### config.mk
export PLATFORM = sky130hd
export DESIGN_NAME = acs_regs
export DESIGN_NICKNAME = d
export VERILOG_FILES = /design/src/rtl/acs_pkg.sv /design/src/rtl/acs_ahb_front.sv /design/src/rtl/acs_regs.sv
export SDC_FILE = /design/constraint.sdc
export NUM_CORES = 1
export LEC_CHECK = 0
export ABC_AREA = 1
export BUFFER_PORTS_ARGS = -buffer_cell sky130_fd_sc_hd__buf_2
export CAP_MARGIN = 25
export CORE_AREA = 2 2 162 164
export DETAILED_ROUTE_END_ITERATION = 8
export DIE_AREA = 0 0 164 166
export MAX_ROUTING_LAYER = met4
export PLACE_DENSITY = 0.83
export SLEW_MARGIN = 20
export SYNTH_ARGS = -nofsm -noshare
export SYNTH_HDL_FRONTEND = slang
export SYNTH_SLANG_ARGS = --single-unit
### constraint.sdc
create_clock -name i_mclk -period 3.25 [get_ports i_mclk]
set_input_delay 0.4875 -clock i_mclk [delete_from_list [all_inputs] [get_ports i_mclk]]
set_output_delay 0.4875 -clock i_mclk [all_outputs]
set_load 0.01 [all_outputs]
### src/rtl/acs_pkg.sv
// Constants and types for the audio clock parameter registers
package acs_pkg;
  // Register indices; byte address is four times the index
  localparam logic [7:0]  IDX_CTRL    = 8'h31;
  localparam logic [7:0]  IDX_NUM_LO  = 8'h33;
  localparam logic [7:0]  IDX_NUM_HI  = 8'h34;
  localparam logic [7:0]  IDX_DEN_LO  = 8'h35;
  localparam logic [7:0]  IDX_DEN_HI  = 8'h36;
  localparam logic [7:0]  IDX_BW_LO   = 8'h39;
  localparam logic [7:0]  IDX_BW_HI   = 8'h3A;
  localparam logic [7:0]  IDX_FBD_LO  = 8'h3B;
  localparam logic [7:0]  IDX_FBD_HI  = 8'h3C;
  localparam logic [7:0]  IDX_REF_LO  = 8'h3D;
  localparam logic [7:0]  IDX_REF_HI  = 8'h3E;
  localparam logic [7:0]  IDX_MUL     = 8'h3F;
  // Index given to anything outside the map window or not a word
  localparam logic [7:0]  IDX_NONE    = 8'hFF;
  // Bus geometry
  localparam int          IDX_W       = 8;
  localparam int          IDX_LSB     = 2;
  localparam logic [2:0]  HSIZE_WORD  = 3'h2;
  // Control word field positions
  localparam int          CTRL_UPD    = 6;
  localparam int          CTRL_TRIPLE = 5;
  // Field widths
  localparam int          BW_W        = 6;
  localparam int          MUL_W       = 3;
  // Reset values
  localparam logic [31:0] WORD_RST    = 32'h0;
  localparam logic [5:0]  BW_RST      = 6'h0;
  localparam logic [2:0]  MUL_RST     = 3'h0;
  // Bus front-end phases
  typedef enum logic [1:0] {FE_IDLE, FE_WR, FE_RD_WAIT, FE_RD_DONE} acs_fe_st_t;
  // Bus front-end state
  typedef struct packed {
    acs_fe_st_t       st;
    logic [IDX_W-1:0] idx;
  } acs_fe_t;
  // Register file state
  typedef struct packed {
    logic [31:0]      num;
    logic [31:0]      den;
    logic [31:0]      anum;
    logic [31:0]      aden;
    logic [31:0]      fbd;
    logic [31:0]      refd;
    logic [BW_W-1:0]  bwl;
    logic [BW_W-1:0]  bwu;
    logic [MUL_W-1:0] mul;
    logic             upd;
    logic             upd_d;
    logic             trip;
    logic             ld;
    logic             init;
    logic [31:0]      rdat;
  } acs_regs_t;
endpackage

### src/rtl/acs_ahb_front.sv
// AHB-Lite slave front end: phase tracking and read wait state
`timescale 1ns/1ns
module acs_ahb_front
  import acs_pkg::*;
(
  // Clock and reset
  input  wire logic             i_mclk,
  input  wire logic             i_rst_n,
  // AHB-Lite address phase
  input  wire logic             i_hsel,
  input  wire logic [31:0]      i_haddr,
  input  wire logic [1:0]       i_htrans,
  input  wire logic             i_hwrite,
  input  wire logic [2:0]       i_hsize,
  input  wire logic             i_hready,
  // AHB-Lite answer
  output logic                  o_hreadyout,
  output logic                  o_hresp,
  // Register file side
  output logic                  o_wr_en,
  output logic                  o_rd_en,
  output logic [IDX_W-1:0]      o_idx
);
  // Registered and next state
  acs_fe_t st_reg;
  acs_fe_t st_next;
  // Address phase taken this edge
  logic    accept;
  // Legal word access inside the map window
  logic    word_ok;

  // Next phase; reads cost one wait so read data leaves a flop
  always_comb begin
    accept  = i_hsel & i_hready & i_htrans[1];
    word_ok = (i_hsize == HSIZE_WORD) && (i_haddr[31:10] == 22'h0) && (i_haddr[1:0] == 2'h0);
    st_next = st_reg;
    unique case (st_reg.st)
      FE_RD_WAIT: begin
        st_next.st = FE_RD_DONE;
      end
      FE_IDLE, FE_WR, FE_RD_DONE: begin
        st_next.st = FE_IDLE;
        // Pipelined address phase may arrive in any ready data phase
        if (accept) begin
          st_next.st  = i_hwrite ? FE_WR : FE_RD_WAIT;
          st_next.idx = word_ok ? i_haddr[IDX_LSB+IDX_W-1:IDX_LSB] : IDX_NONE;
        end
      end
    endcase
  end

  // State register
  always_ff @(posedge i_mclk or negedge i_rst_n) begin
    if (!i_rst_n) begin
      st_reg <= '{st: FE_IDLE, idx: IDX_NONE};
    end else begin
      st_reg <= st_next;
    end
  end

  // Answers; never an error
  assign o_hreadyout = (st_reg.st != FE_RD_WAIT);
  assign o_hresp     = 1'b0;
  assign o_wr_en     = (st_reg.st == FE_WR);
  assign o_rd_en     = (st_reg.st == FE_RD_WAIT);
  assign o_idx       = st_reg.idx;

  // Read wait lasts exactly one cycle
  rd_wait_a: assert property (@(posedge i_mclk) disable iff (!i_rst_n)
    o_rd_en |-> !o_hreadyout ##1 (o_hreadyout && !o_rd_en))
    else $error("read wait state not exactly one cycle");
endmodule // acs_ahb_front

### src/rtl/acs_regs.sv
// Audio clock synthesizer and audio genlock parameter registers
//
// Contract
// - Nonzero numerator sets audio ratio numerator
// - Numerator low half first, high next
// - Nonzero denominator sets audio ratio denominator
// - Denominator low half first, high next
// - Ratio defaults follow selected audio rate
// - Bandwidth fields steer loop, defaults follow fs
// - Feedback divider is genlock numerator, split halves
// - Reference divider is genlock denominator, split halves
// - Divider defaults follow selected video standard
// - Three-bit output multiple selector, resets zero
// - Update rising edge loads nonzero ratio parts
//
// Our own choice: register access over AHB-Lite.
`timescale 1ns/1ns
module acs_regs
  import acs_pkg::*;
(
  // Clock and reset
  input  wire logic              i_mclk,
  input  wire logic              i_rst_n,
  // AHB-Lite slave
  input  wire logic              i_hsel,
  input  wire logic [31:0]       i_haddr,
  input  wire logic [1:0]        i_htrans,
  input  wire logic              i_hwrite,
  input  wire logic [2:0]        i_hsize,
  input  wire logic [31:0]       i_hwdata,
  input  wire logic              i_hready,
  output logic                   o_hreadyout,
  output logic                   o_hresp,
  output logic [31:0]            o_hrdata,
  // Defaults from current rate and standard selection
  input  wire logic [31:0]       i_dflt_num,
  input  wire logic [31:0]       i_dflt_den,
  input  wire logic [BW_W-1:0]   i_dflt_bw_lower,
  input  wire logic [BW_W-1:0]   i_dflt_bw_upper,
  input  wire logic [31:0]       i_dflt_fb_div,
  input  wire logic [31:0]       i_dflt_ref_div,
  // Applied audio ratio to the synthesizer
  output logic [31:0]            o_ratio_num,
  output logic [31:0]            o_ratio_den,
  output logic                   o_ratio_load,
  // Audio genlock loop controls
  output logic [BW_W-1:0]        o_loop_bw_lower,
  output logic [BW_W-1:0]        o_loop_bw_upper,
  output logic [31:0]            o_lock_fb_div,
  output logic [31:0]            o_lock_ref_div,
  // First audio clock output controls
  output logic [MUL_W-1:0]       o_out1_rate_multiple,
  output logic                   o_triple_rate_enable
);

  // Registered and next state
  acs_regs_t        st_reg;
  acs_regs_t        st_next;
  // Write strobe from the front end
  logic             wr_en;
  // Read strobe from the front end
  logic             rd_en;
  // Decoded word index
  logic [IDX_W-1:0] idx;
  // Low half of write data
  logic [15:0]      wd;
  // Rising edge of the update bit
  logic             upd_edge;
  // Read mux result
  logic [31:0]      rdv;

  // Merge one 16-bit half into a 32-bit parameter
  function automatic logic [31:0] put_half(input logic [31:0] old,
                                           input logic        hi,
                                           input logic [15:0] d);
    put_half = hi ? {d, old[15:0]} : {old[31:16], d};
  endfunction

  // Bus phase tracking and wait state
  acs_ahb_front u_front (
    .i_mclk      (i_mclk),
    .i_rst_n     (i_rst_n),
    .i_hsel      (i_hsel),
    .i_haddr     (i_haddr),
    .i_htrans    (i_htrans),
    .i_hwrite    (i_hwrite),
    .i_hsize     (i_hsize),
    .i_hready    (i_hready),
    .o_hreadyout (o_hreadyout),
    .o_hresp     (o_hresp),
    .o_wr_en     (wr_en),
    .o_rd_en     (rd_en),
    .o_idx       (idx)
  );

  // Next-state logic for every register field
  always_comb begin
    st_next  = st_reg;
    wd       = i_hwdata[15:0];
    rdv      = 32'h0;
    // Edge, not level: a held bit must not keep reloading
    upd_edge = st_reg.upd & ~st_reg.upd_d;
    st_next.upd_d = st_reg.upd;
    st_next.ld    = 1'b0;
    st_next.init  = 1'b0;

    if (st_reg.init) begin
      // First cycle after reset: take selection-dependent defaults
      // An async reset may only load constants, so this waits a clock
      st_next.num  = i_dflt_num;
      st_next.den  = i_dflt_den;
      st_next.anum = i_dflt_num;
      st_next.aden = i_dflt_den;
      st_next.bwl  = i_dflt_bw_lower;
      st_next.bwu  = i_dflt_bw_upper;
      st_next.fbd  = i_dflt_fb_div;
      st_next.refd = i_dflt_ref_div;
    end else if (wr_en) begin
      // Register writes; unused upper bits are dropped
      case (idx)
        IDX_CTRL: begin
          st_next.upd  = i_hwdata[CTRL_UPD];
          st_next.trip = i_hwdata[CTRL_TRIPLE];
        end
        IDX_NUM_LO: begin
          st_next.num = put_half(st_reg.num, 1'b0, wd);
        end
        IDX_NUM_HI: begin
          st_next.num = put_half(st_reg.num, 1'b1, wd);
        end
        IDX_DEN_LO: begin
          st_next.den = put_half(st_reg.den, 1'b0, wd);
        end
        IDX_DEN_HI: begin
          st_next.den = put_half(st_reg.den, 1'b1, wd);
        end
        IDX_BW_LO: begin
          // Range is the host's duty; stored as written
          st_next.bwl = wd[BW_W-1:0];
        end
        IDX_BW_HI: begin
          st_next.bwu = wd[BW_W-1:0];
        end
        IDX_FBD_LO: begin
          st_next.fbd = put_half(st_reg.fbd, 1'b0, wd);
        end
        IDX_FBD_HI: begin
          st_next.fbd = put_half(st_reg.fbd, 1'b1, wd);
        end
        IDX_REF_LO: begin
          st_next.refd = put_half(st_reg.refd, 1'b0, wd);
        end
        IDX_REF_HI: begin
          st_next.refd = put_half(st_reg.refd, 1'b1, wd);
        end
        IDX_MUL: begin
          st_next.mul = wd[MUL_W-1:0];
        end
        default: begin
          // Unmapped write is ignored
        end
      endcase
    end

    // Apply staged ratio; zero parts keep the running value
    if (upd_edge) begin
      st_next.ld = 1'b1;
      if (st_reg.num != 32'h0) begin
        st_next.anum = st_reg.num;
      end
      if (st_reg.den != 32'h0) begin
        st_next.aden = st_reg.den;
      end
    end

    // Read mux; captured in the wait cycle
    case (idx)
      IDX_CTRL: begin
        rdv[CTRL_UPD]    = st_reg.upd;
        rdv[CTRL_TRIPLE] = st_reg.trip;
      end
      IDX_NUM_LO: begin
        rdv = {16'h0, st_reg.num[15:0]};
      end
      IDX_NUM_HI: begin
        rdv = {16'h0, st_reg.num[31:16]};
      end
      IDX_DEN_LO: begin
        rdv = {16'h0, st_reg.den[15:0]};
      end
      IDX_DEN_HI: begin
        rdv = {16'h0, st_reg.den[31:16]};
      end
      IDX_BW_LO: begin
        rdv = 32'(st_reg.bwl);
      end
      IDX_BW_HI: begin
        rdv = 32'(st_reg.bwu);
      end
      IDX_FBD_LO: begin
        rdv = {16'h0, st_reg.fbd[15:0]};
      end
      IDX_FBD_HI: begin
        rdv = {16'h0, st_reg.fbd[31:16]};
      end
      IDX_REF_LO: begin
        rdv = {16'h0, st_reg.refd[15:0]};
      end
      IDX_REF_HI: begin
        rdv = {16'h0, st_reg.refd[31:16]};
      end
      IDX_MUL: begin
        rdv = 32'(st_reg.mul);
      end
      default: begin
        // Unmapped reads return zero
        rdv = 32'h0;
      end
    endcase
    if (rd_en) begin
      st_next.rdat = rdv;
    end
  end

  // State register; defaults arrive one clock after release
  always_ff @(posedge i_mclk or negedge i_rst_n) begin
    if (!i_rst_n) begin
      st_reg       <= '0;
      st_reg.num   <= WORD_RST;
      st_reg.den   <= WORD_RST;
      st_reg.anum  <= WORD_RST;
      st_reg.aden  <= WORD_RST;
      st_reg.fbd   <= WORD_RST;
      st_reg.refd  <= WORD_RST;
      st_reg.bwl   <= BW_RST;
      st_reg.bwu   <= BW_RST;
      st_reg.mul   <= MUL_RST;
      st_reg.init  <= 1'b1;
    end else begin
      st_reg <= st_next;
    end
  end

  // Outputs straight from flops
  assign o_hrdata             = st_reg.rdat;
  assign o_ratio_num          = st_reg.anum;
  assign o_ratio_den          = st_reg.aden;
  assign o_ratio_load         = st_reg.ld;
  assign o_loop_bw_lower      = st_reg.bwl;
  assign o_loop_bw_upper      = st_reg.bwu;
  assign o_lock_fb_div        = st_reg.fbd;
  assign o_lock_ref_div       = st_reg.refd;
  assign o_out1_rate_multiple = st_reg.mul;
  assign o_triple_rate_enable = st_reg.trip;

  // Applied ratio frozen between update edges
  ratio_hold_a: assert property (@(posedge i_mclk) disable iff (!i_rst_n)
    (!st_reg.init && !upd_edge) |=> ($stable(o_ratio_num) && $stable(o_ratio_den)))
    else $error("applied ratio changed without update edge");

  // Nonzero numerator applied after edge
  num_apply_a: assert property (@(posedge i_mclk) disable iff (!i_rst_n)
    (upd_edge && st_reg.num != 32'h0) |=> (o_ratio_num == $past(st_reg.num)) && o_ratio_load)
    else $error("numerator not applied on update edge");

  // Nonzero denominator applied after edge
  den_apply_a: assert property (@(posedge i_mclk) disable iff (!i_rst_n)
    (upd_edge && st_reg.den != 32'h0) |=> (o_ratio_den == $past(st_reg.den)))
    else $error("denominator not applied on update edge");

  // Both parts zero leave running ratio alone
  zero_skip_a: assert property (@(posedge i_mclk) disable iff (!i_rst_n)
    (upd_edge && st_reg.num == 32'h0 && st_reg.den == 32'h0) |=> $stable(o_ratio_num) && $stable(o_ratio_den))
    else $error("zero ratio part was applied");

  // Numerator high half lands in bits 31 to 16
  num_half_a: assert property (@(posedge i_mclk) disable iff (!i_rst_n)
    (wr_en && !st_reg.init && idx == IDX_NUM_HI) |=> (st_reg.num[31:16] == $past(i_hwdata[15:0]))
      && $stable(st_reg.num[15:0]))
    else $error("numerator high half misplaced");

  // Denominator low half lands in bits 15 to 0
  den_half_a: assert property (@(posedge i_mclk) disable iff (!i_rst_n)
    (wr_en && !st_reg.init && idx == IDX_DEN_LO) |=> (st_reg.den[15:0] == $past(i_hwdata[15:0]))
      && $stable(st_reg.den[31:16]))
    else $error("denominator low half misplaced");

  // Feedback low and reference high halves reach the genlock outputs; writes may come back to back, one write per attempt
  div_half_a: assert property (@(posedge i_mclk) disable iff (!i_rst_n)
    (wr_en && !st_reg.init && (idx == IDX_FBD_LO || idx == IDX_REF_HI))
      |=> (($past(idx) == IDX_FBD_LO) ? (o_lock_fb_div[15:0] == $past(i_hwdata[15:0]))
                                      : (o_lock_ref_div[31:16] == $past(i_hwdata[15:0]))))
    else $error("divider half not on genlock outputs");

  // Selection defaults taken one clock after release
  dflt_take_a: assert property (@(posedge i_mclk) disable iff (!i_rst_n)
    (st_reg.init && i_rst_n) |=> (o_ratio_num == $past(i_dflt_num)) && (o_lock_fb_div == $past(i_dflt_fb_div))
      && (o_loop_bw_upper == $past(i_dflt_bw_upper)) && !st_reg.init)
    else $error("defaults not loaded after reset");

  // Selector zero at release and still zero one clock later
  mul_reset_a: assert property (@(posedge i_mclk) disable iff (!i_rst_n)
    st_reg.init |-> (o_out1_rate_multiple == MUL_RST) ##1 (o_out1_rate_multiple == MUL_RST))
    else $error("output multiple not zero after reset");

endmodule // acs_regs
==> flow_summary.ini <==
[clocking]
insertion_delay_ns = 0.54
htree_num_levels = 1
tritoncts_buffers = 26
clock-root-buffer = clkbuf_16
cts_sinks = 238
clock_tree_from_tritoncts = built
max-clock-path-buffers = 3
cts_setup_buffers = 0
clkSlewWorstSetupHoldPaths_ns = 0.06

[route]
antenna_violating_nets_post_route = 0
detail_route.wirelength_um = 50130
drtPass1Iterations = 7
detailed_route_wire_length_per_cell_um = 21.13
remaining_drc_errors = 0
initialDrtViolationCount = 1703
route.detailed.vias_per_inst = 5.722
num_vias = 13570

[critical_path]
critPathRequiredTime_ns = 3.66
timing.rr.end = st_reg[227]$_DFFE_PN0P_
critical_path.endpoint_type = flop
worst_r2r_path_depth = 7
r2r_setup_slack_ns = 0.72
critical_path.startpoint_type = flop
timing.critical_path.arrival_ns = 2.94
path_max_fanout = 26
category_of_the_most_critical_setup_path = flop to flop
reg2reg_from = u_front.o_idx[5]$_DFFE_PN1P_

[placement]
io_buffers = 358
pre_cts_slack_ns = 0.8101
hpwl_after_detailed_placement_um = 37820
dp_cells = 2323
gp_routability_congestion = 0.9568

[sta]
grt_setup_unrepaired = no
slew_at_the_pin_with_the_worst_max_slew_slack_ns = 0.7713
final_hold_violation_count = 0
fin_skew_ns = 0.01417
final_max_slew_viol_count = 0
fin_setup_tns_ns = 0
part_of_the_cycle_the_worst_path_needs = 0.7779
finalSetupViolations = 0
layout_setup_ws_ns = 0.7219
fmax_ghz = 0.3956
slew_headroom = 0.4842
finalCriticalPeriod_ns = 2.528

[grt]
grt_first_pass_wirelength_um = 75090
initial_antenna_violation_count = 0
track_usage = 0.3753
grt_max_degree = 88
grt_pass1_vias = 12790
globalRoute.totalOverflow = 0

[flow_run]
maxCapViolations = 0

[die]
die_height_um = 166
initial_core_util = 0.5377
design.portCount = 393
die_width_um = 164
rows = 59
core_region_area_sq_um = 25620
floorplan.die_area_sq_um = 27220

[power]
ir_drop_v = 0.0003783
cellPowerDensity_nw_per_um2 = 522.3
p_leak_nw = 8.320

[synth]
netlist_instances = 1844
synth-seq-cells = 238
synthesis.area_sq_um = 13770
synth_warnings = 0
synth.yosys.seq_area_share = 0.4332
syn_avg_cell_area_sq_um = 7.469
ys_types = 35

[worst_hold_path]
hold-path-cell-count = 3
worst_hold_path_type = input port to flop
timing.hold.worst.start = i_dflt_fb_div[10]
worst_hold_endpoint = o_lock_fb_div[10]$_DFFE_PN0P_

[final_layout]
finalNetCount = 2231
fillCellCount = 2321
area.growth.synth_to_final_pct = 13.06
insertedDiodeCount = 0
largest_reg_flops = 66
layoutNonFillerInstCount = 2372
final_layout_size_suffix_gt1_frac = 0.2366
finish.utilization = 0.6079

[run_status]
outcome = completed
==> stage by stage <==
stage          area (sq um)  power, mW  hold WS, ns
2_1_floorplan         13840      4.338       0.1919
4_1_cts               15570      8.122       0.1675
3_3_place_gp          14600      4.763       0.3807
3_5_place_dp          14600      4.796       0.4245
5_1_grt               15570      8.406       0.1790
6_report              15570      8.134       0.1714
==> Yosys cell counts <==
cell,number,area (sq um)
clkinv_1,2,7.510
inv_1,81,304.0
o211ai_1,52,390.4
nand4_1,8,50.05
a31oi_2,1,12.51
clkbuf_1,30,112.6
buf_4,194,1456
o22ai_1,3,18.77
nor2_1,130,488.0
dfrtp_1,229,5731
o221ai_1,4,35.03
nor3_1,5,25.02
a21oi_1,21,105.1
a21oi_4,1,16.27
nand2_2,6,37.54
a22oi_1,23,172.7
nor2_4,7,78.83
nand3_2,1,10.01
nand3_1,227,1136
o21ai_4,1,16.27
nand2_1,633,2376
buf_6,2,22.52
or2_2,3,18.77
buf_2,41,205.2
a21boi_0,16,120.1
nand2_4,2,22.52
o21ai_1,17,85.08
buf_1,1,3.750
o21ai_0,79,395.4
nor4_1,2,12.51
a31oi_1,3,18.77
dfstp_2,9,236.5
nor2_2,6,37.54
conb_1,1,3.750
inv_2,3,11.26
==> critical path: stages (launching register included) <==
cell and delay (ns):
dfstp_2 0.53, nand2_1 0.08, nor2_4 0.52, nand2_4 0.17, o21ai_4 0.57, inv_1 0.31
nand2_1 0.13, nand3_1 0.07
==> worst max-delay path by stage <==
stage,startpoint,end,slack [ns],depth (start not counted)
floorplan,u_front.o_idx[5]$_DFFE_PN1P_,o_triple_rate_enable$_DFFE_PN0P_,1.62,8
global placement,u_front.o_idx[5]$_DFFE_PN1P_,st_reg[224]$_DFFE_PN0P_,0.85,7
detailed placement,u_front.o_idx[5]$_DFFE_PN1P_,st_reg[222]$_DFFE_PN0P_,0.81,7
CTS,u_front.o_idx[5]$_DFFE_PN1P_,st_reg[227]$_DFFE_PN0P_,0.76,7
global route,u_front.o_idx[5]$_DFFE_PN1P_,st_reg[227]$_DFFE_PN0P_,0.58,7
finish,u_front.o_idx[5]$_DFFE_PN1P_,st_reg[227]$_DFFE_PN0P_,0.72,7
==> power breakdown <==
group	total (mW)	internal [mW]	switching (mW)
registers	3.49	3.23	0.262
clock network	3.35	2.10	1.25
logic	1.29	0.441	0.852
==> area by class of cell <==
cell class / count / area (sq um) / share of cell area
timing repair buffer: 396 / 2115 / 0.1358
sequential: 238 / 5971 / 0.3834
clock buffer: 38 / 767.0 / 0.04925
multi-input combinational: 1269 / 5778 / 0.3710
clock inverter: 10 / 200.2 / 0.01286
tap: 335 / 419.2 / 0.02692
inverter: 86 / 322.8 / 0.02073
==> layout by cell type (no fill, tap or decap), types with 2 or more instances in the layout <==
master     instances
a21boi_0          16
a21oi_1           21
a22oi_1           23
a31oi_2            4
buf_12             2
buf_2            357
buf_4             35
bufinv_16          6
clkbuf_1           6
clkbuf_16         27
clkbuf_8           5
clkinv_2           4
conb_1            18
dfrtp_1          229
dfstp_2            8
inv_1             81
inv_2              4
nand2_1          633
nand2_2            6
nand2_4            2
nand3_1          227
nand4_1            8
nor2_1           129
nor2_2             5
nor2_4             9
nor3_1             5
nor4_1             2
o211ai_1          52
o21ai_0           79
o21ai_1           17
o221ai_1           4
o22ai_1            3
or2_2              3
==> timing repair <==
action,4_1_cts,5_1_grt
gates resized for setup,0,0
endpoints found under the hold margin,61,0
hold buffers,1,0
==> metal layers <==
layer / global-route usage / part of all wire
met5: - / 0
met2: 0.5707 / 0.46
met4: 0.1968 / 0.065
met1: 0.4780 / 0.37
met3: 0.06868 / 0.11
==> cells by family after synthesis <==
group                  after synthesis  share of synthesized area
AOI/OAI and AO/OA                  221                     0.1007
buffers and inverters              354                     0.1542
DFF                                238                     0.4332
other                                1                  0.0002723
and+or+nand+nor                   1030                     0.3117
(Power assumes the default switching activity.)
